==> src/dma_pkg.sv <==
/*
  Package for the two-channel cycle-steal transfer engine: register offsets,
  field positions, widths, request source codes and carrier structs.
  Assumes an AXI4-Lite master with 32-bit data and a shared memory bus that
  grants the engine priority over the processor.
*/
package dma_pkg;

  // ----------------------------------------------------------------------
  // register map, byte addresses, one word each, channel stride 0x20
  // ----------------------------------------------------------------------
  localparam logic [7:0] CH_STRIDE          = 8'h20;
  localparam logic [4:0] OFF_REQUEST_SELECT = 5'h00;
  localparam logic [4:0] OFF_CHANNEL_CTRL   = 5'h04;
  localparam logic [4:0] OFF_SOURCE_PTR     = 5'h08;
  localparam logic [4:0] OFF_DEST_PTR       = 5'h0C;
  localparam logic [4:0] OFF_RELOAD         = 5'h10;
  localparam logic [4:0] OFF_COUNT          = 5'h14;
  localparam logic [4:0] OFF_ACTIVE_PTR     = 5'h18;
  localparam logic [4:0] OFF_STATUS         = 5'h1C;

  // request_select_reg fields
  localparam int SEL_CODE_LSB  = 0;  // source_select_code [3:0]
  localparam int SEL_EXT_BIT   = 5;  // extended_source_select
  localparam int SEL_SWREQ_BIT = 6;  // software_request_bit

  // channel_control_reg fields
  localparam int CTL_UNIT8_BIT   = 0;  // 1 = byte units, 0 = 16-bit units
  localparam int CTL_REPEAT_BIT  = 1;  // 1 = repeat mode
  localparam int CTL_PEND_BIT    = 2;  // request_pending_flag
  localparam int CTL_ENABLE_BIT  = 3;  // channel_enable_bit
  localparam int CTL_DEST_DIR    = 4;  // dest_direction_bit
  localparam int CTL_SRC_DIR     = 5;  // source_direction_bit

  // status register: bit 0 underflow seen (write 1 clears)
  localparam int STAT_UFLOW_BIT = 0;

  localparam int  ADDR_W  = 20;  // 1M byte space
  localparam int  COUNT_W = 16;
  localparam int  NUM_CH  = 2;

  localparam logic [3:0] CODE_PIN_EDGE = 4'h0;
  localparam logic [3:0] CODE_SOFTWARE = 4'h1;
  localparam logic [3:0] CODE_CH0_BOTH = 4'h6;  // extended set, channel 0
  localparam logic [3:0] CODE_CH1_BOTH = 4'h7;  // extended set, channel 1

  localparam logic [ADDR_W-1:0] STEP_BYTE = 20'h00001;
  localparam logic [ADDR_W-1:0] STEP_WORD = 20'h00002;
  localparam logic [1:0]  RESP_OKAY   = 2'h0;
  localparam logic [1:0]  RESP_SLVERR = 2'h2;

  // ----------------------------------------------------------------------
  // carriers
  // ----------------------------------------------------------------------
  typedef struct packed {
    logic              req;
    logic              write;
    logic              byte_unit;
    logic [ADDR_W-1:0] addr;
    logic [15:0]       wdata;
  } mem_req_type;

  typedef struct packed {
    logic        ack;
    logic [15:0] rdata;
  } mem_rsp_type;

  typedef enum logic [1:0] {ST_IDLE, ST_READ, ST_WRITE} xfer_state_type;

endpackage : dma_pkg

==> src/dma_engine.sv <==
/*
  Two-channel cycle-steal transfer engine with an AXI4-Lite register port.
  Assumes a memory bus that answers each request with a one-cycle ack and
  that grants this engine priority over the processor while mem_req is high.
  Peripheral event lines are one-cycle pulses synchronous to aclk.
*/
// The implementer's own choices: the address map and the AXI4-Lite register port.
`timescale 1ns/10ps
`default_nettype none

// How it works
// - two independent channels share one bus
// - one 8/16-bit unit per accepted request
// - engine bus request overrides the processor
// - software bit or selected event requests
// - processor interrupt masks never gate requests
// - source interrupt flags are never touched
// - enabled channel transfers once per request
// - fast repeated requests merge into one
// - 20-bit pointers, never both incrementing
// - 16-bit counter gives 64K units
// - channel 0 wins over channel 1
// - single mode ends on counter underflow
// - repeat mode reloads counter on underflow
// - underflow pulses the channel's done irq
// - single stops on underflow/disable, repeat on disable
// - first transfer loads pointer and counter
// - pin, timer, serial, analog, software sources
// - 4-bit code plus extended set decode
// - pending flag clears on 0, ignores 1
// - rewriting enable repeats the reload
module dma_engine
  import dma_pkg::*;
(
  // clock and reset
  input  wire logic        aclk,
  input  wire logic        aresetn,
  input  wire logic        clk_en,
  // axi4-lite slave
  input  wire logic [7:0]  s_awaddr,
  input  wire logic        s_awvalid,
  output logic             s_awready,
  input  wire logic [31:0] s_wdata,
  input  wire logic [3:0]  s_wstrb,
  input  wire logic        s_wvalid,
  output logic             s_wready,
  output logic [1:0]       s_bresp,
  output logic             s_bvalid,
  input  wire logic        s_bready,
  input  wire logic [7:0]  s_araddr,
  input  wire logic        s_arvalid,
  output logic             s_arready,
  output logic [31:0]      s_rdata,
  output logic [1:0]       s_rresp,
  output logic             s_rvalid,
  input  wire logic        s_rready,
  // request sources: [0] ext_irq0 edges, [1] ext_irq1 edges
  input  wire logic [1:0]  ext_irq,
  input  wire logic [15:0] periph_event,  // pulses, indexed by code
  // shared memory bus
  output mem_req_type      mem_req,
  input  wire mem_rsp_type mem_rsp,
  output logic             bus_steal,
  // completion interrupt pulses
  output logic [1:0]       done_irq
);

  // ----------------------------------------------------------------------
  // per-channel registers
  // ----------------------------------------------------------------------
  logic [7:0]         sel_q   [NUM_CH];
  logic [5:0]         ctl_q   [NUM_CH];
  logic [ADDR_W-1:0]  src_q   [NUM_CH];
  logic [ADDR_W-1:0]  dst_q   [NUM_CH];
  logic [COUNT_W-1:0] rld_q   [NUM_CH];
  logic [COUNT_W-1:0] cnt_q   [NUM_CH];
  logic [ADDR_W-1:0]  fwd_q   [NUM_CH];
  logic               fresh_q [NUM_CH];  // reload pending at next start
  logic               uflow_q [NUM_CH];
  logic [1:0]         pin_q;
  logic [1:0]         trig;
  logic [1:0]         sw_set;
  logic [1:0]         en_wr;

  // bus handshake state
  logic       aw_q, w_q, ar_q;
  logic [7:0] awaddr_q;
  logic [31:0] wdata_q;
  logic       wr_fire;
  logic       grp_ok_w, grp_ok_r;
  logic [4:0] woff, roff;
  logic       wch, rch;

  // transfer engine
  xfer_state_type state_q;
  logic           cur_q;
  logic [15:0]    data_q;
  logic [1:0]     want;
  logic           pick;
  logic [ADDR_W-1:0] rd_addr, wr_addr, step;

  // ----------------------------------------------------------------------
  // axi4-lite write path: address and data taken in either order
  // ----------------------------------------------------------------------
  assign s_awready = !aw_q && !s_bvalid;
  assign s_wready  = !w_q && !s_bvalid;
  assign wr_fire   = aw_q && w_q && !s_bvalid;
  assign woff      = awaddr_q[4:0];
  assign wch       = awaddr_q[5];
  assign grp_ok_w  = (awaddr_q[7:6] == 2'h0) && (awaddr_q[1:0] == 2'h0);

  // write channel capture and response
  always_ff @(posedge aclk)
  begin
    if (!aresetn)
    begin
      aw_q     <= 1'b0;
      w_q      <= 1'b0;
      awaddr_q <= 8'h00;
      wdata_q  <= 32'h0000_0000;
      s_bvalid <= 1'b0;
      s_bresp  <= RESP_OKAY;
    end
    else if (clk_en)
    begin
      if (s_awvalid && s_awready)
      begin
        aw_q     <= 1'b1;
        awaddr_q <= s_awaddr;
      end
      if (s_wvalid && s_wready)
      begin
        w_q     <= 1'b1;
        wdata_q <= s_wdata;
      end
      if (wr_fire)
      begin
        aw_q     <= 1'b0;
        w_q      <= 1'b0;
        s_bvalid <= 1'b1;
        s_bresp  <= grp_ok_w ? RESP_OKAY : RESP_SLVERR;
      end
      else if (s_bvalid && s_bready)
        s_bvalid <= 1'b0;
    end
  end

  // ----------------------------------------------------------------------
  // axi4-lite read path, one cycle after the address
  // ----------------------------------------------------------------------
  assign s_arready = !s_rvalid;
  assign roff      = s_araddr[4:0];
  assign rch       = s_araddr[5];
  assign grp_ok_r  = (s_araddr[7:6] == 2'h0) && (s_araddr[1:0] == 2'h0);

  // read data mux
  always_ff @(posedge aclk)
  begin
    if (!aresetn)
    begin
      s_rvalid <= 1'b0;
      s_rdata  <= 32'h0000_0000;
      s_rresp  <= RESP_OKAY;
    end
    else if (clk_en)
    begin
      if (s_arvalid && s_arready)
      begin
        s_rvalid <= 1'b1;
        s_rresp  <= grp_ok_r ? RESP_OKAY : RESP_SLVERR;
        case (roff)
          OFF_REQUEST_SELECT: s_rdata <= {24'h000000, sel_q[rch]};
          OFF_CHANNEL_CTRL:   s_rdata <= {26'h0000000, ctl_q[rch]};
          OFF_SOURCE_PTR:     s_rdata <= {12'h000, src_q[rch]};
          OFF_DEST_PTR:       s_rdata <= {12'h000, dst_q[rch]};
          OFF_RELOAD:         s_rdata <= {16'h0000, rld_q[rch]};
          OFF_COUNT:          s_rdata <= {16'h0000, cnt_q[rch]};
          OFF_ACTIVE_PTR:     s_rdata <= {12'h000, fwd_q[rch]};
          OFF_STATUS:         s_rdata <= {31'h00000000, uflow_q[rch]};
          default:            s_rdata <= 32'h0000_0000;
        endcase
        if (!grp_ok_r)
          s_rdata <= 32'h0000_0000;
      end
      else if (s_rvalid && s_rready)
        s_rvalid <= 1'b0;
    end
  end

  // ----------------------------------------------------------------------
  // request decode per channel
  // ----------------------------------------------------------------------
  // pin history for edge detection
  always_ff @(posedge aclk)
  begin
    if (!aresetn)
      pin_q <= 2'h3;
    else if (clk_en)
      pin_q <= ext_irq;
  end

  // software trigger and enable write strobes
  always_comb
  begin
    for (int c = 0; c < NUM_CH; c++)
    begin
      sw_set[c] = wr_fire && grp_ok_w && (wch == c[0]) && s_wstrb[0]
                  && (woff == OFF_REQUEST_SELECT)
                  && wdata_q[SEL_SWREQ_BIT] && !wdata_q[SEL_EXT_BIT]
                  && (wdata_q[SEL_CODE_LSB +: 4] == CODE_SOFTWARE);
      en_wr[c]  = wr_fire && grp_ok_w && (wch == c[0]) && s_wstrb[0]
                  && (woff == OFF_CHANNEL_CTRL)
                  && wdata_q[CTL_ENABLE_BIT];
    end
  end

  // event selection; interrupt masks play no part
  always_comb
  begin
    logic [3:0] code;
    logic       ext;
    logic       fall, both;
    code = 4'h0;
    ext  = 1'b0;
    fall = 1'b0;
    both = 1'b0;
    for (int c = 0; c < NUM_CH; c++)
    begin
      code = sel_q[c][SEL_CODE_LSB +: 4];
      ext  = sel_q[c][SEL_EXT_BIT];
      fall = pin_q[c] && !ext_irq[c];
      both = pin_q[c] != ext_irq[c];
      // the write's own code decides, so select and trigger may share a write
      if (sw_set[c])
        trig[c] = 1'b1;
      else if (!ext)
        trig[c] = (code == CODE_PIN_EDGE) ? fall :
                  (code == CODE_SOFTWARE) ? 1'b0 :
                  periph_event[code];
      else
        trig[c] = (code == (c == 0 ? CODE_CH0_BOTH : CODE_CH1_BOTH))
                  && both;
    end
  end

  // ----------------------------------------------------------------------
  // channel arbitration and transfer sequencing
  // ----------------------------------------------------------------------
  always_comb
  begin
    for (int c = 0; c < NUM_CH; c++)
      want[c] = ctl_q[c][CTL_PEND_BIT] && ctl_q[c][CTL_ENABLE_BIT];
  end
  assign pick = !want[0];
  assign step = ctl_q[cur_q][CTL_UNIT8_BIT] ? STEP_BYTE : STEP_WORD;
  assign rd_addr = (ctl_q[cur_q][CTL_SRC_DIR] && !fresh_q[cur_q])
                   ? fwd_q[cur_q] : src_q[cur_q];
  assign wr_addr = (ctl_q[cur_q][CTL_DEST_DIR] && !fresh_q[cur_q]
                   && !ctl_q[cur_q][CTL_SRC_DIR])
                   ? fwd_q[cur_q] : dst_q[cur_q];

  // bus request drive; high means processor is held off
  always_comb
  begin
    mem_req           = '0;
    mem_req.req       = (state_q != ST_IDLE);
    mem_req.write     = (state_q == ST_WRITE);
    mem_req.byte_unit = ctl_q[cur_q][CTL_UNIT8_BIT];
    mem_req.addr      = (state_q == ST_WRITE) ? wr_addr : rd_addr;
    mem_req.wdata     = data_q;
  end
  assign bus_steal = mem_req.req;

  // read-then-write sequencer, one unit per grant
  always_ff @(posedge aclk)
  begin
    if (!aresetn)
    begin
      state_q <= ST_IDLE;
      cur_q   <= 1'b0;
      data_q  <= 16'h0000;
    end
    else if (clk_en)
    begin
      case (state_q)
        ST_IDLE:
          if (|want)
          begin
            cur_q   <= pick;
            state_q <= ST_READ;
          end
        ST_READ:
          if (mem_rsp.ack)
          begin
            data_q  <= mem_rsp.rdata;
            state_q <= ST_WRITE;
          end
        ST_WRITE:
          if (mem_rsp.ack)
            state_q <= ST_IDLE;
        default:
          state_q <= ST_IDLE;
      endcase
    end
  end

  // ----------------------------------------------------------------------
  // channel state: registers, pointers, counters
  // ----------------------------------------------------------------------
  always_ff @(posedge aclk)
  begin
    if (!aresetn)
    begin
      done_irq <= 2'h0;
      for (int c = 0; c < NUM_CH; c++)
      begin
        sel_q[c]   <= 8'h00;
        ctl_q[c]   <= 6'h00;
        src_q[c]   <= 20'h00000;
        dst_q[c]   <= 20'h00000;
        rld_q[c]   <= 16'h0000;
        cnt_q[c]   <= 16'h0000;
        fwd_q[c]   <= 20'h00000;
        fresh_q[c] <= 1'b0;
        uflow_q[c] <= 1'b0;
      end
    end
    else if (clk_en)
    begin
      done_irq <= 2'h0;
      for (int c = 0; c < NUM_CH; c++)
      begin
        // software writes
        if (wr_fire && grp_ok_w && wch == c[0] && s_wstrb[0])
        begin
          case (woff)
            OFF_REQUEST_SELECT: sel_q[c] <= {1'b0, 1'b0,
              wdata_q[SEL_EXT_BIT], 1'b0, wdata_q[3:0]};
            OFF_CHANNEL_CTRL:
            begin
              ctl_q[c] <= {wdata_q[CTL_SRC_DIR] & !wdata_q[CTL_DEST_DIR],
                           wdata_q[CTL_DEST_DIR], wdata_q[CTL_ENABLE_BIT],
                           ctl_q[c][CTL_PEND_BIT] & wdata_q[CTL_PEND_BIT],
                           wdata_q[1:0]};
              if (en_wr[c])
                fresh_q[c] <= 1'b1;
            end
            OFF_SOURCE_PTR: src_q[c] <= wdata_q[ADDR_W-1:0];
            OFF_DEST_PTR:   dst_q[c] <= wdata_q[ADDR_W-1:0];
            OFF_RELOAD:     rld_q[c] <= wdata_q[COUNT_W-1:0];
            OFF_STATUS:
              if (wdata_q[STAT_UFLOW_BIT])
                uflow_q[c] <= 1'b0;
            default: ;
          endcase
        end
        // pending cleared when the transfer starts
        if (state_q == ST_IDLE && |want && pick == c[0])
          ctl_q[c][CTL_PEND_BIT] <= 1'b0;
        // a new request sets pending, winning over any clear
        if (trig[c])
          ctl_q[c][CTL_PEND_BIT] <= 1'b1;
        // unit finished: advance counter and pointer
        if (state_q == ST_WRITE && mem_rsp.ack && cur_q == c[0])
        begin
          fresh_q[c] <= 1'b0;
          if (ctl_q[c][CTL_SRC_DIR] || ctl_q[c][CTL_DEST_DIR])
            fwd_q[c] <= (fresh_q[c] ? (ctl_q[c][CTL_SRC_DIR]
                         ? src_q[c] : dst_q[c]) : fwd_q[c]) + step;
          if ((fresh_q[c] ? rld_q[c] : cnt_q[c]) == 16'h0000)
          begin
            done_irq[c] <= 1'b1;
            uflow_q[c]  <= 1'b1;
            cnt_q[c]    <= rld_q[c];
            fresh_q[c]  <= ctl_q[c][CTL_REPEAT_BIT];
            if (!ctl_q[c][CTL_REPEAT_BIT])
              ctl_q[c][CTL_ENABLE_BIT] <= 1'b0;
          end
          else
            cnt_q[c] <= (fresh_q[c] ? rld_q[c] : cnt_q[c]) - 16'h0001;
        end
      end
    end
  end

  // ----------------------------------------------------------------------
  // checks
  // ----------------------------------------------------------------------
  prio_zero_a: assert property (@(posedge aclk) disable iff (!aresetn)
    clk_en && state_q == ST_IDLE && want[0] |=> !cur_q)
    else $error("channel 1 served ahead of channel 0");
  steal_a: assert property (@(posedge aclk) disable iff (!aresetn)
    state_q != ST_IDLE |-> bus_steal)
    else $error("transfer without bus priority");
  idle_req_a: assert property (@(posedge aclk) disable iff (!aresetn)
    state_q == ST_IDLE |-> !mem_req.req)
    else $error("bus request while idle");
  single_stop_a: assert property (@(posedge aclk) disable iff (!aresetn)
    clk_en && done_irq[0] == 1'b0 && state_q == ST_WRITE && mem_rsp.ack
    && !cur_q && !ctl_q[0][CTL_REPEAT_BIT] && !fresh_q[0]
    && cnt_q[0] == 16'h0000 && !en_wr[0]
    |=> !ctl_q[0][CTL_ENABLE_BIT] && done_irq[0])
    else $error("single mode did not stop on underflow");
  repeat_reload_a: assert property (@(posedge aclk) disable iff (!aresetn)
    clk_en && state_q == ST_WRITE && mem_rsp.ack && !cur_q
    && !fresh_q[0] && cnt_q[0] == 16'h0000
    |=> cnt_q[0] == $past(rld_q[0]))
    else $error("counter not reloaded on underflow");
  count_dec_a: assert property (@(posedge aclk) disable iff (!aresetn)
    clk_en && state_q == ST_WRITE && mem_rsp.ack && !cur_q
    && !fresh_q[0] && cnt_q[0] != 16'h0000
    |=> cnt_q[0] == $past(cnt_q[0]) - 16'h0001)
    else $error("counter not decremented");
  pend_set_a: assert property (@(posedge aclk) disable iff (!aresetn)
    clk_en && trig[1] |=> ctl_q[1][CTL_PEND_BIT])
    else $error("request lost");
  dir_excl_a: assert property (@(posedge aclk) disable iff (!aresetn)
    !(ctl_q[0][CTL_SRC_DIR] && ctl_q[0][CTL_DEST_DIR]))
    else $error("both pointers incrementing");
  xfer_done_a: assert property (@(posedge aclk) disable iff (!aresetn)
    state_q == ST_READ && mem_rsp.ack && clk_en ##1 state_q == ST_WRITE
    |-> mem_req.write)
    else $error("write phase missing");
  cov_both_c: cover property (@(posedge aclk) disable iff (!aresetn)
    state_q == ST_IDLE && want == 2'h3);
  cov_uflow_c: cover property (@(posedge aclk) disable iff (!aresetn)
    done_irq[1]);
  cov_repeat_c: cover property (@(posedge aclk) disable iff (!aresetn)
    done_irq[0] && ctl_q[0][CTL_REPEAT_BIT]);

endmodule : dma_engine

`default_nettype wire

==> config.mk <==
export PLATFORM = sky130hd
export DESIGN_NAME = dma_engine
export DESIGN_NICKNAME = d
export VERILOG_FILES = /design/src/dma_pkg.sv /design/src/dma_engine.sv
export SDC_FILE = /design/constraint.sdc
export NUM_CORES = 1
export LEC_CHECK = 0
export BUFFER_PORTS_ARGS = -buffer_cell sky130_fd_sc_hd__buf_2
export CELL_PAD_IN_SITES_DETAIL_PLACEMENT = 0
export CELL_PAD_IN_SITES_GLOBAL_PLACEMENT = 2
export CORE_ASPECT_RATIO = 1.75
export CORE_MARGIN = 1.5
export CORE_UTILIZATION = 38
export CTS_BUF_LIST = sky130_fd_sc_hd__clkbuf_4 sky130_fd_sc_hd__clkbuf_8
export DETAILED_ROUTE_END_ITERATION = 8
export PLACE_DENSITY = 0.86
export SYNTH_ARGS = -nofsm -noshare
export SYNTH_HDL_FRONTEND = slang
export SYNTH_SLANG_ARGS = --single-unit
==> constraint.sdc <==
create_clock -name aclk -period 5.9 [get_ports aclk]
set_input_delay 0.295 -clock aclk [delete_from_list [all_inputs] [get_ports aclk]]
set_output_delay 0.295 -clock aclk [all_outputs]
set_load 0.02 [all_outputs]
== Word level (Yosys, flattened, before mapping) ==
Memories as Yosys holds them, arrays and structs flattened. A register that Yosys moved wholly into a read port is not among the register bits.
Cells that the tools add are included.

* $add $sub $neg: 4
* Order comparisons: 2
* Eq/ne operators: 24
* Mux-type cells: 214
* Bitwise logic cells: 37
* Reductions and logical operators: 84

{| class="wikitable"
|+ Operator list
! kind !! number
|-
| 20-bit two-way mux || 13
|-
| 1-bit two-way mux || 178
|-
| 20-bit case mux with 8 select lines || 1
|-
| 16-bit two-way mux || 8
|-
| 1-bit logical AND || 43
|-
| 20-bit by 2-bit adder with 20-bit output || 2
|-
| 16-bit logical NOT || 2
|-
| 32-bit two-way mux || 1
|-
| 1-bit OR || 32
|-
| 16-bit by 1-bit subtractor with 16-bit output (second input constant) || 2
|-
| 5-bit == test (second input constant) || 6
|-
| 5-bit by 4-bit == test with 1-bit output (second input constant) || 4
|-
| 2-bit AND reduction || 8
|-
| 4-bit by 1-bit == test with 1-bit output (second input constant) || 3
|-
| 2-bit two-way mux || 6
|-
| 6-bit two-way mux || 2
|-
| 1-bit logical NOT || 11
|-
| 5-bit by 3-bit == test with 1-bit output (second input constant) || 2
|-
| 2-bit logical NOT || 5
|-
| 5-bit logical NOT || 2
|-
| 4-bit by 5-bit less-than comparator with 1-bit output (second input constant) || 2
|-
| 5-bit two-way mux || 2
|-
| 2-bit nonzero test || 5
|-
| 1-bit binary-select mux with 4-bit select || 2
|-
| other kinds (14) || 23
|}

* Flip-flop bits (word level): 91
* RAM bits: 210
* Logic and storage cells: 388
* Memories: 9

{| class="wikitable"
|+ Memory list
! memory !! words !! bits a word !! read ports !! clocked after Yosys merged registers in !! wr ports !! RTL line !! text
|-
| dst_q || 2 || 20 || 4 || 1 || 2 || dma_engine.sv:74 || <nowiki>logic [ADDR_W-1:0] dst_q [NUM_CH];</nowiki>
|-
| fwd_q || 2 || 20 || 4 || 1 || 2 || dma_engine.sv:77 || <nowiki>logic [ADDR_W-1:0] fwd_q [NUM_CH];</nowiki>
|-
| src_q || 2 || 20 || 4 || 1 || 2 || dma_engine.sv:73 || <nowiki>logic [ADDR_W-1:0] src_q [NUM_CH];</nowiki>
|-
| cnt_q || 2 || 16 || 3 || 0 || 2 || dma_engine.sv:76 || <nowiki>logic [COUNT_W-1:0] cnt_q [NUM_CH];</nowiki>
|-
| rld_q || 2 || 16 || 3 || 0 || 2 || dma_engine.sv:75 || <nowiki>logic [COUNT_W-1:0] rld_q [NUM_CH];</nowiki>
|-
| ctl_q || 2 || 6 || 4 || 1 || 2 || dma_engine.sv:72 || <nowiki>logic [5:0] ctl_q [NUM_CH];</nowiki>
|-
| +3 memories || - || - || - || - || - || - ||
|}

== Longest topological paths before layout ==
Gate-level depths: netlist of run 1.

* Word-level depth: 16
* Depth in mapped cells: 16
* Gate-level depth less buffers: 9

== Worst setup path after synthesis of run 1 ==
Ideal clock, no wire load.

* Path type: reg2reg
* Start point: memory fresh_q[0]
* End point: memory fwd_q[0][12] (data pin)
* Setup time: 0.266 ns
* Arrival: 3.638 ns
* Required time: 5.634 ns
* Path slack: 1.996 ns
* Cell stages (with the launch flop): 17
* Path buffers: 7
* Clock period less this slack: 3.904 ns
* Cells stage by stage: edfxtp_1 buf_4 buf_6 buf_6 buf_2 buf_2 buf_2 clkbuf_1 nor2_1 a21oi_1 ha_1 inv_1 fa_1 or4_1 nor4b_1 xor2_1 nor2_1

{| class="wikitable"
|+ RTL lines
! what !! RTL line !! text
|-
| start, declared || dma_engine.sv:78 || <nowiki>logic fresh_q [NUM_CH];</nowiki>
|-
| end, declared || dma_engine.sv:77 ||
|}

==> results.json, run 1 <==
{
  "run_status": "complete, no violations",
  "drc": 0,
  "synth_ff_type": "edfxtp_1",
  "synth_edf_count": 208,
  "dp_hpwl_um": 41200,
  "drtIter0Drc": 999,
  "comb_power_share_pct": 10.8,
  "finalPower_w": 0.00457,
  "antenna_found_initial": 2,
  "rr_worst_depth": 7,
  "hold_path_end": "s_bvalid",
  "vdd_drop_max_uv": 163,
  "yosysSeqAreaShare_pct": 46.5,
  "cts_max_path_buffers": 3,
  "multi_input_area_um2": 8450,
  "reg2reg_from": "fresh_q[1]",
  "worstHoldPathType": "in2reg",
  "fp.dieW_um": 162,
  "p_per_area_nw_per_um2": 235,
  "required_ns": 5.61,
  "grtUsageTotal_pct": 25.3,
  "setup_slack_ns": 1.73,
  "synth_seq_cells": 288,
  "drive_gt1_share_pct": 20.5,
  "vias": 13700,
  "setup_tns_ns": 0,
  "grt_pass1_wl_um": 84900,
  "overflow": 0,
  "cts_tree": "done",
  "tightest_slew_ns": 1.17,
  "core_um2": 44000,
  "yosys_warnings": 0,
  "internal-power_w": 0.00335,
  "preCtsSetupSlack_ns": 2.18,
  "holdPathStages": 4,
  "wire_per_inst_um": 24.6,
  "cp.arrival_ns": 3.87,
  "wl_um": 58300,
  "cts_buffers": 44,
  "yosys.cell_types.count": 84,
  "netlist_instances": 1601,
  "fin_skew_ns": 0.0372,
  "globalplace.congestion": 0.894,
  "num-fill-cells": 4255,
  "drt_pre_antenna_iters": 6,
  "hold_viol": 0,
  "async_flop_share_pct": 0,
  "ant_nets": 0,
  "dieArea_um2": 45700,
  "htreeDepth": 2,
  "cp-start-kind": "flip-flop",
  "power.switching_w": 0.00122,
  "min_period_ns": 4.17,
  "end_kind": "output pin",
  "via_per_inst": 5.79,
  "syn2layout_area_growth_pct": 15.3,
  "ios": 178,
  "worstSetupStartpoint": "fresh_q[1]",
  "fin_crit_sh_pct": 70.7,
  "fin_util_pct": 44.2,
  "regArea_um2": 7850,
  "postCtsSetupRepairBufs": 0,
  "die_h_um": 282,
  "max_slew_margin_pct": 22.2,
  "worstSkewPairLatency_ns": 0.60,
  "crit_type": "reg2out",
  "cap_viol_max_count": 0,
  "clkSinkCount": 288,
  "critPathMaxFanout": 52,
  "power.leakage_nw": 7.18,
  "clk_pin_slew_ns": 0.07,
  "rsz0062_at_grt": "false",
  "final_max_slew_viol_count": 0,
  "cts_root_buf": "clkbuf_8",
  "p_sw_share_pct": 26.8,
  "grt_max_degree": 75,
  "dpl.cell_count": 2239,
  "reg2reg_slack_ns": 2.14,
  "fmax_mhz": 240,
  "clockPowerShare_pct": 38.5,
  "post_synth.cell_area_avg_um2": 10.5,
  "initial_core_util_pct": 38.3,
  "r2r_end": "cnt_q[1][14]",
  "grt_pass1_vias": 13800,
  "final_cells": 2370,
  "placementRows": 102,
  "nets": 1868,
  "seq_power_share_pct": 50.7,
  "portBuffers": 146,
  "syn_area_um2": 16900,
  "hold_start": "s_bready",
  "setup_viol": 0
}
[cell type report]
class / count / area share [%]
diodes: 1 / 0.0129
clock buffers: 53 / 3.59
clock inverters: 29 / 1.07
inverters: 26 / 0.502
multi-input cells: 1179 / 43.4
flip-flops and latches: 288 / 40.3
well taps: 572 / 3.68
repair buffers: 222 / 7.38
[worst max-delay path, stage by stage (launching register included)]
cell and delay (ns):
edfxtp_1 0.74, buf_4 0.73, nor2_1 0.16, a31oi_4 0.21, buf_4 0.47, mux4_2 0.56, nand2_1 0.08, nand2_1 0.14
buf_2 0.19
[cells in the mapped netlist, types with 6 or more instances]
library cell | count | share of area (%)
nand2_1 | 234 | 5.2
edfxtp_1 | 208 | 37
nor2_1 | 117 | 2.6
a21oi_1 | 109 | 3.2
mux2i_1 | 100 | 5.9
dfxtp_1 | 80 | 9.5
and2_1 | 68 | 2.5
mux4_2 | 59 | 7.9
o21ai_0 | 58 | 1.7
clkbuf_1 | 56 | 1.2
nor3_1 | 34 | 1.0
inv_1 | 26 | 0.58
xnor2_1 | 26 | 1.3
xor2_1 | 26 | 1.3
buf_2 | 24 | 0.71
a22oi_1 | 23 | 1.0
buf_4 | 21 | 0.93
mux2_2 | 21 | 1.4
nand3_1 | 19 | 0.56
a22o_1 | 18 | 0.93
o22ai_1 | 16 | 0.59
or3_1 | 15 | 0.56
buf_1 | 12 | 0.27
nor3b_1 | 12 | 0.53
a221oi_1 | 11 | 0.57
ha_1 | 10 | 0.74
nand2b_1 | 10 | 0.37
nor2b_1 | 10 | 0.37
nand4_1 | 9 | 0.33
nor4b_1 | 9 | 0.47
nand4b_1 | 8 | 0.42
nor4_1 | 8 | 0.30
and3_1 | 7 | 0.26
mux2_1 | 7 | 0.47
o21ai_1 | 7 | 0.21
a21oi_2 | 6 | 0.31
a222oi_1 | 6 | 0.36
a31oi_1 | 6 | 0.22
buf_6 | 6 | 0.40
mux2i_2 | 6 | 0.49
o211ai_1 | 6 | 0.27
or4_1 | 6 | 0.27
[layout by cell type, fill, tap and decap left out, drive strengths merged, types with 26 or more instances in the layout]
cell / netlist / routed
and2: 68 / 68
inv: 26 / 27
mux4: 59 / 59
buf: 65 / 174
nor2: 119 / 119
o21ai: 65 / 65
nor3: 36 / 36
xnor2: 26 / 26
edfxtp: 208 / 208
dfxtp: 80 / 80
a21oi: 115 / 115
mux2: 29 / 29
dlygate4sd3: 0 / 48
mux2i: 106 / 106
nand2: 234 / 234
xor2: 26 / 26
clkbuf: 56 / 53
[repair_timing]
| item | 4_1_cts | 5_1_grt |
|---|---|---|
| setup endpoints to repair | 0 | 0 |
| hold buffers | 48 | 0 |
| gates resized for setup | 0 | 0 |
| hold endpoints to repair | 48 | 0 |
[per-stage QoR]
step                      hold slack (ns)  instance area (µm²)
after floorplan                     0.424                16900
after global placement              0.432                18100
after detailed placement            0.430                18100
after CTS                          0.0114                19500
after global routing               0.0562                19500
final                              0.0281                19500
[cells by family after synthesis]
group,Yosys count,share of synthesized area (%)
and+or+nand+nor,601,17.6
AOI/OAI and AO/OA,306,11.6
DFF,288,46.5
muxes,194,16.3
buffers and inverters,147,4.32
xor gates and xnor gates,52,2.70
adders and majority gates,12,0.979
other,1,0.0222
[state kept, by name, summed over array words and instances (netlist names), named ones only]
name,count
aw_q,1
awaddr_q,8
cnt_q,32
ctl_q,12
cur_q,1
data_q,16
done_irq,2
dst_q,40
fresh_q,2
fwd_q,40
pin_q,2
rld_q,32
s_bresp,1
s_bvalid,1
s_rdata,20
s_rresp,1
s_rvalid,1
sel_q,10
src_q,40
state_q,2
uflow_q,2
w_q,1
wdata_q,20
[metal layers]
layer / GRT usage, % / wire [µm] / vias up / share of wire (%)
li1: - / - / 6257 / -
met1: 25.8 / 19200 / 6635 / 33
met2: 47.2 / 31300 / 629 / 54
met3: 3.74 / 3690 / 194 / 6.3
met4: 16.6 / 4090 / 0 / 7.0
met5: 0 / 0 / - / 0
[power by group through the flow]
stage / Clock [W] / Sequential, W / Combinational (W)
final: 0.00176 / 0.00232 / 0.000494
after detailed placement: 0 / 0.00236 / 0.000467
after global routing: 0.00186 / 0.00232 / 0.000529
after CTS: 0.00179 / 0.00231 / 0.000494
after floorplan: 0 / 0.00231 / 0.000330
after global placement: 0 / 0.00235 / 0.000463
[worst max-delay path by stage]
stage,cells after the start,slack (ns),endpoint
detailed placement,7,2.18,cnt_q[1][7]
finish,8,1.73,mem_req[18]
global route,8,1.58,mem_req[18]
CTS,8,1.70,mem_req[18]
global placement,7,2.22,cnt_q[1][6]
floorplan,16,2.00,fwd_q[0][12]
Note: power is estimated with default switching activity, not from simulation.
==> run 2: changes to the inputs <==
--- a/config.mk
+++ b/config.mk
@@ -5,15 +5,16 @@
 export SDC_FILE = /design/constraint.sdc
 export NUM_CORES = 1
 export LEC_CHECK = 0
+export ABC_AREA = 1
 export BUFFER_PORTS_ARGS = -buffer_cell sky130_fd_sc_hd__buf_2
 export CELL_PAD_IN_SITES_DETAIL_PLACEMENT = 0
 export CELL_PAD_IN_SITES_GLOBAL_PLACEMENT = 2
 export CORE_ASPECT_RATIO = 1.75
 export CORE_MARGIN = 1.5
-export CORE_UTILIZATION = 38
+export CORE_UTILIZATION = 35
 export CTS_BUF_LIST = sky130_fd_sc_hd__clkbuf_4 sky130_fd_sc_hd__clkbuf_8
 export DETAILED_ROUTE_END_ITERATION = 8
-export PLACE_DENSITY = 0.86
+export PLACE_DENSITY = 0.89
 export SYNTH_ARGS = -nofsm -noshare
 export SYNTH_HDL_FRONTEND = slang
 export SYNTH_SLANG_ARGS = --single-unit
==> constraint.sdc (replaced) <==
create_clock -name aclk -period 3.99 [get_ports aclk]
set_input_delay 0.1995 -clock aclk [delete_from_list [all_inputs] [get_ports aclk]]
set_output_delay 0.1995 -clock aclk [all_outputs]
set_load 0.02 [all_outputs]
==> run 2 against run 1 <==
Net effect: combinational power rose by 82%; critical path depth fell by 1; cell area rose by 2.7%; via count rose by 22%; register-to-register slack got worse by 1.3 ns; cell count rose by 37%; critical path type unchanged; largest cell class unchanged.
==> results.json, run 2 <==
{
  "hold_viol": 0,
  "setup_viol": 0,
  "min_period_ns": 3.50,
  "power.leakage_nw": 8.34,
  "synth_seq_cells": 288,
  "core_um2": 48700,
  "vias": 16800,
  "yosys_warnings": 0,
  "synth_top_area_share_pct": 36.2,
  "cts_buffers": 46,
  "synth_ff_type": "edfxtp_1",
  "ios": 178,
  "run_status": "complete, no violations",
  "nets": 2653,
  "wl_um": 70600,
  "cap_viol_max_count": 0,
  "worstHoldPathType": "in2reg",
  "cts_tree": "done",
  "yosysTopAreaCell": "edfxtp_1",
  "final_cell_mix": "724 x nand2_1, 281 x nor2_1, 269 x o21ai_0",
  "clk_pin_slew_ns": 0.07,
  "top_regs": "dst_q: 40 flops, fwd_q: 40 flops, src_q: 40 flops",
  "tightest_slew_ns": 1.18,
  "drt_pre_antenna_iters": 8,
  "placementRows": 107,
  "syn_area_um2": 17300,
  "p_per_area_nw_per_um2": 350,
  "drtIter0Drc": 1213,
  "cts_resized": 0,
  "dp_hpwl_um": 52200,
  "drc": 0,
  "netlist_instances": 2381,
  "final_cells": 3238,
  "cp-start-kind": "flip-flop",
  "yosys.cell_types.count": 53,
  "drive_gt1_share_pct": 11.5,
  "via_per_inst": 5.18,
  "ant_nets": 0,
  "syn2layout_area_growth_pct": 15.6,
  "crit_type": "reg2out",
  "regArea_um2": 7850,
  "multi_input_area_um2": 7880,
  "globalplace.congestion": 0.930,
  "rsz0062_at_grt": "false",
  "dpl.cell_count": 3101,
  "yosysSeqAreaShare_pct": 45.4,
  "fin_crit_sh_pct": 87.8,
  "fp.dieW_um": 171,
  "clkSinkCount": 288,
  "dieArea_um2": 50800,
  "die_h_um": 297,
  "synth_edf_count": 208,
  "portBuffers": 146,
  "grtUsageTotal_pct": 27.8,
  "setup_tns_ns": 0,
  "grt_max_degree": 70,
  "cp.arrival_ns": 3.30,
  "required_ns": 3.79,
  "fmax_mhz": 285,
  "end_kind": "output pin",
  "overflow": 0,
  "cts_max_path_buffers": 3,
  "vdd_drop_max_uv": 282,
  "worstSkewPairLatency_ns": 0.62,
  "cts_root_buf": "clkbuf_8",
  "fin_skew_ns": 0.0225,
  "htreeDepth": 2,
  "layout_commonest_cell": "nand2_1",
  "post_synth.cell_area_avg_um2": 7.26,
  "timing.hold.ws_ns": 0.0369,
  "wire_per_inst_um": 21.8,
  "synth.area.top_cells": "edfxtp_1 36%, nand2_1 16%, dfxtp_1 9.3%",
  "grt_pass1_wl_um": 102000,
  "final_max_slew_viol_count": 0,
  "yosysMostFrequentCell": "nand2_1",
  "antenna_found_initial": 1,
  "async_flop_share_pct": 0,
  "initial_core_util_pct": 35.5,
  "critPathMaxFanout": 40,
  "grt_pass1_vias": 16600,
  "max_slew_margin_pct": 20.7,
  "num-fill-cells": 5145,
  "synthTopCellsByCount": "724 x nand2_1, 281 x nor2_1, 269 x o21ai_0"
}
==> run 2: cell types whose count changed in the layout (fill, tap and decap cells not counted), moves of 49 or more <==
cell / previous run / this run
nand2_1: 234 / 724
inv_1: 25 / 245
o21ai_0: 50 / 269
nor2_1: 114 / 281
mux2i_1: 100 / 7
and2_1: 68 / 1
nand3_1: 19 / 79
mux4_2: 59 / 0
a21oi_1: 109 / 158
==> run 2: final timing paths <==
path / start / to / slack, ns / cells after the start
hold / removal: s_wdata[4] / wdata_q[4] / 0.04 / 3
hold reg to reg: s_rdata[5] / s_rdata[5] / 0.46 / 2
setup reg to reg: fresh_q[0] / fwd_q[0][12] / 0.89 / 12
setup / recovery: fresh_q[0] / mem_req[16] / 0.49 / 7
==> run 2: area by class of cell <==
cell class              count  share of cell area, %
diodes                      1                 0.0125
clock buffers              52                   3.39
clock inverters            33                   1.33
inverters                 252                   4.73
multi-input cells        1723                   39.4
flip-flops and latches    288                   39.3
well taps                 654                   4.10
repair buffers            235                   7.72
==> run 2: timing repair <==
item	in CTS	in global routing
hold buffers	51	0
setup buffers	0	0
endpoints found under the hold margin	50	0
==> run 2: metal layers <==
layer | vias up | global-route usage [%] | routed length, µm
met5 | - | 0 | 0
met4 | 0 | 24.0 | 7170
met1 | 7846 | 27.8 | 24000
li1 | 8092 | - | -
met2 | 649 | 50.6 | 36200
met3 | 198 | 2.82 | 3290
==> run 2: worst max-delay path: stages (launching register included) <==
cell and delay [ns]:
edfxtp_1 0.77, buf_4 0.41, o21ai_0 0.18, nand3b_1 0.13
buf_4 0.43, nor2_1 0.07, o21ai_0 0.42, buf_2 0.26
==> run 2: through the flow <==
step | worst slack [ns] | utilization, % | power (W) | area, µm²
5_1_grt | 0.355 | 41.0 | 0.00723 | 20000
4_1_cts | 0.473 | 41.0 | 0.00703 | 20000
3_3_place_gp | 0.980 | 38.0 | 0.00429 | 18500
2_1_floorplan | 0.441 | - | 0.00394 | 17300
3_5_place_dp | 0.960 | 38.0 | 0.00429 | 18500
6_report | 0.486 | 41.0 | 0.00700 | 20000
==> run 2: where the power goes <==
group          switching [W]  internal, W  total (W)
clock                0.00131      0.00141    0.00272
sequential         0.0000771      0.00330    0.00338
combinational       0.000644     0.000255   0.000899
==> run 2: logic make-up (layout without fill, tap and decap cells) <==
kind of cell    Yosys count  after routing  synth area share (%)
buf+inv                 383            572                  9.35
mux                       8              8                 0.471
flops                   288            288                  45.4
compound gates          506            506                  15.8
xor+xnor                 23             23                  1.17
fa+ha+maj                12             12                 0.956
simple gates           1160           1160                  26.8
other cells               1             15                0.0217
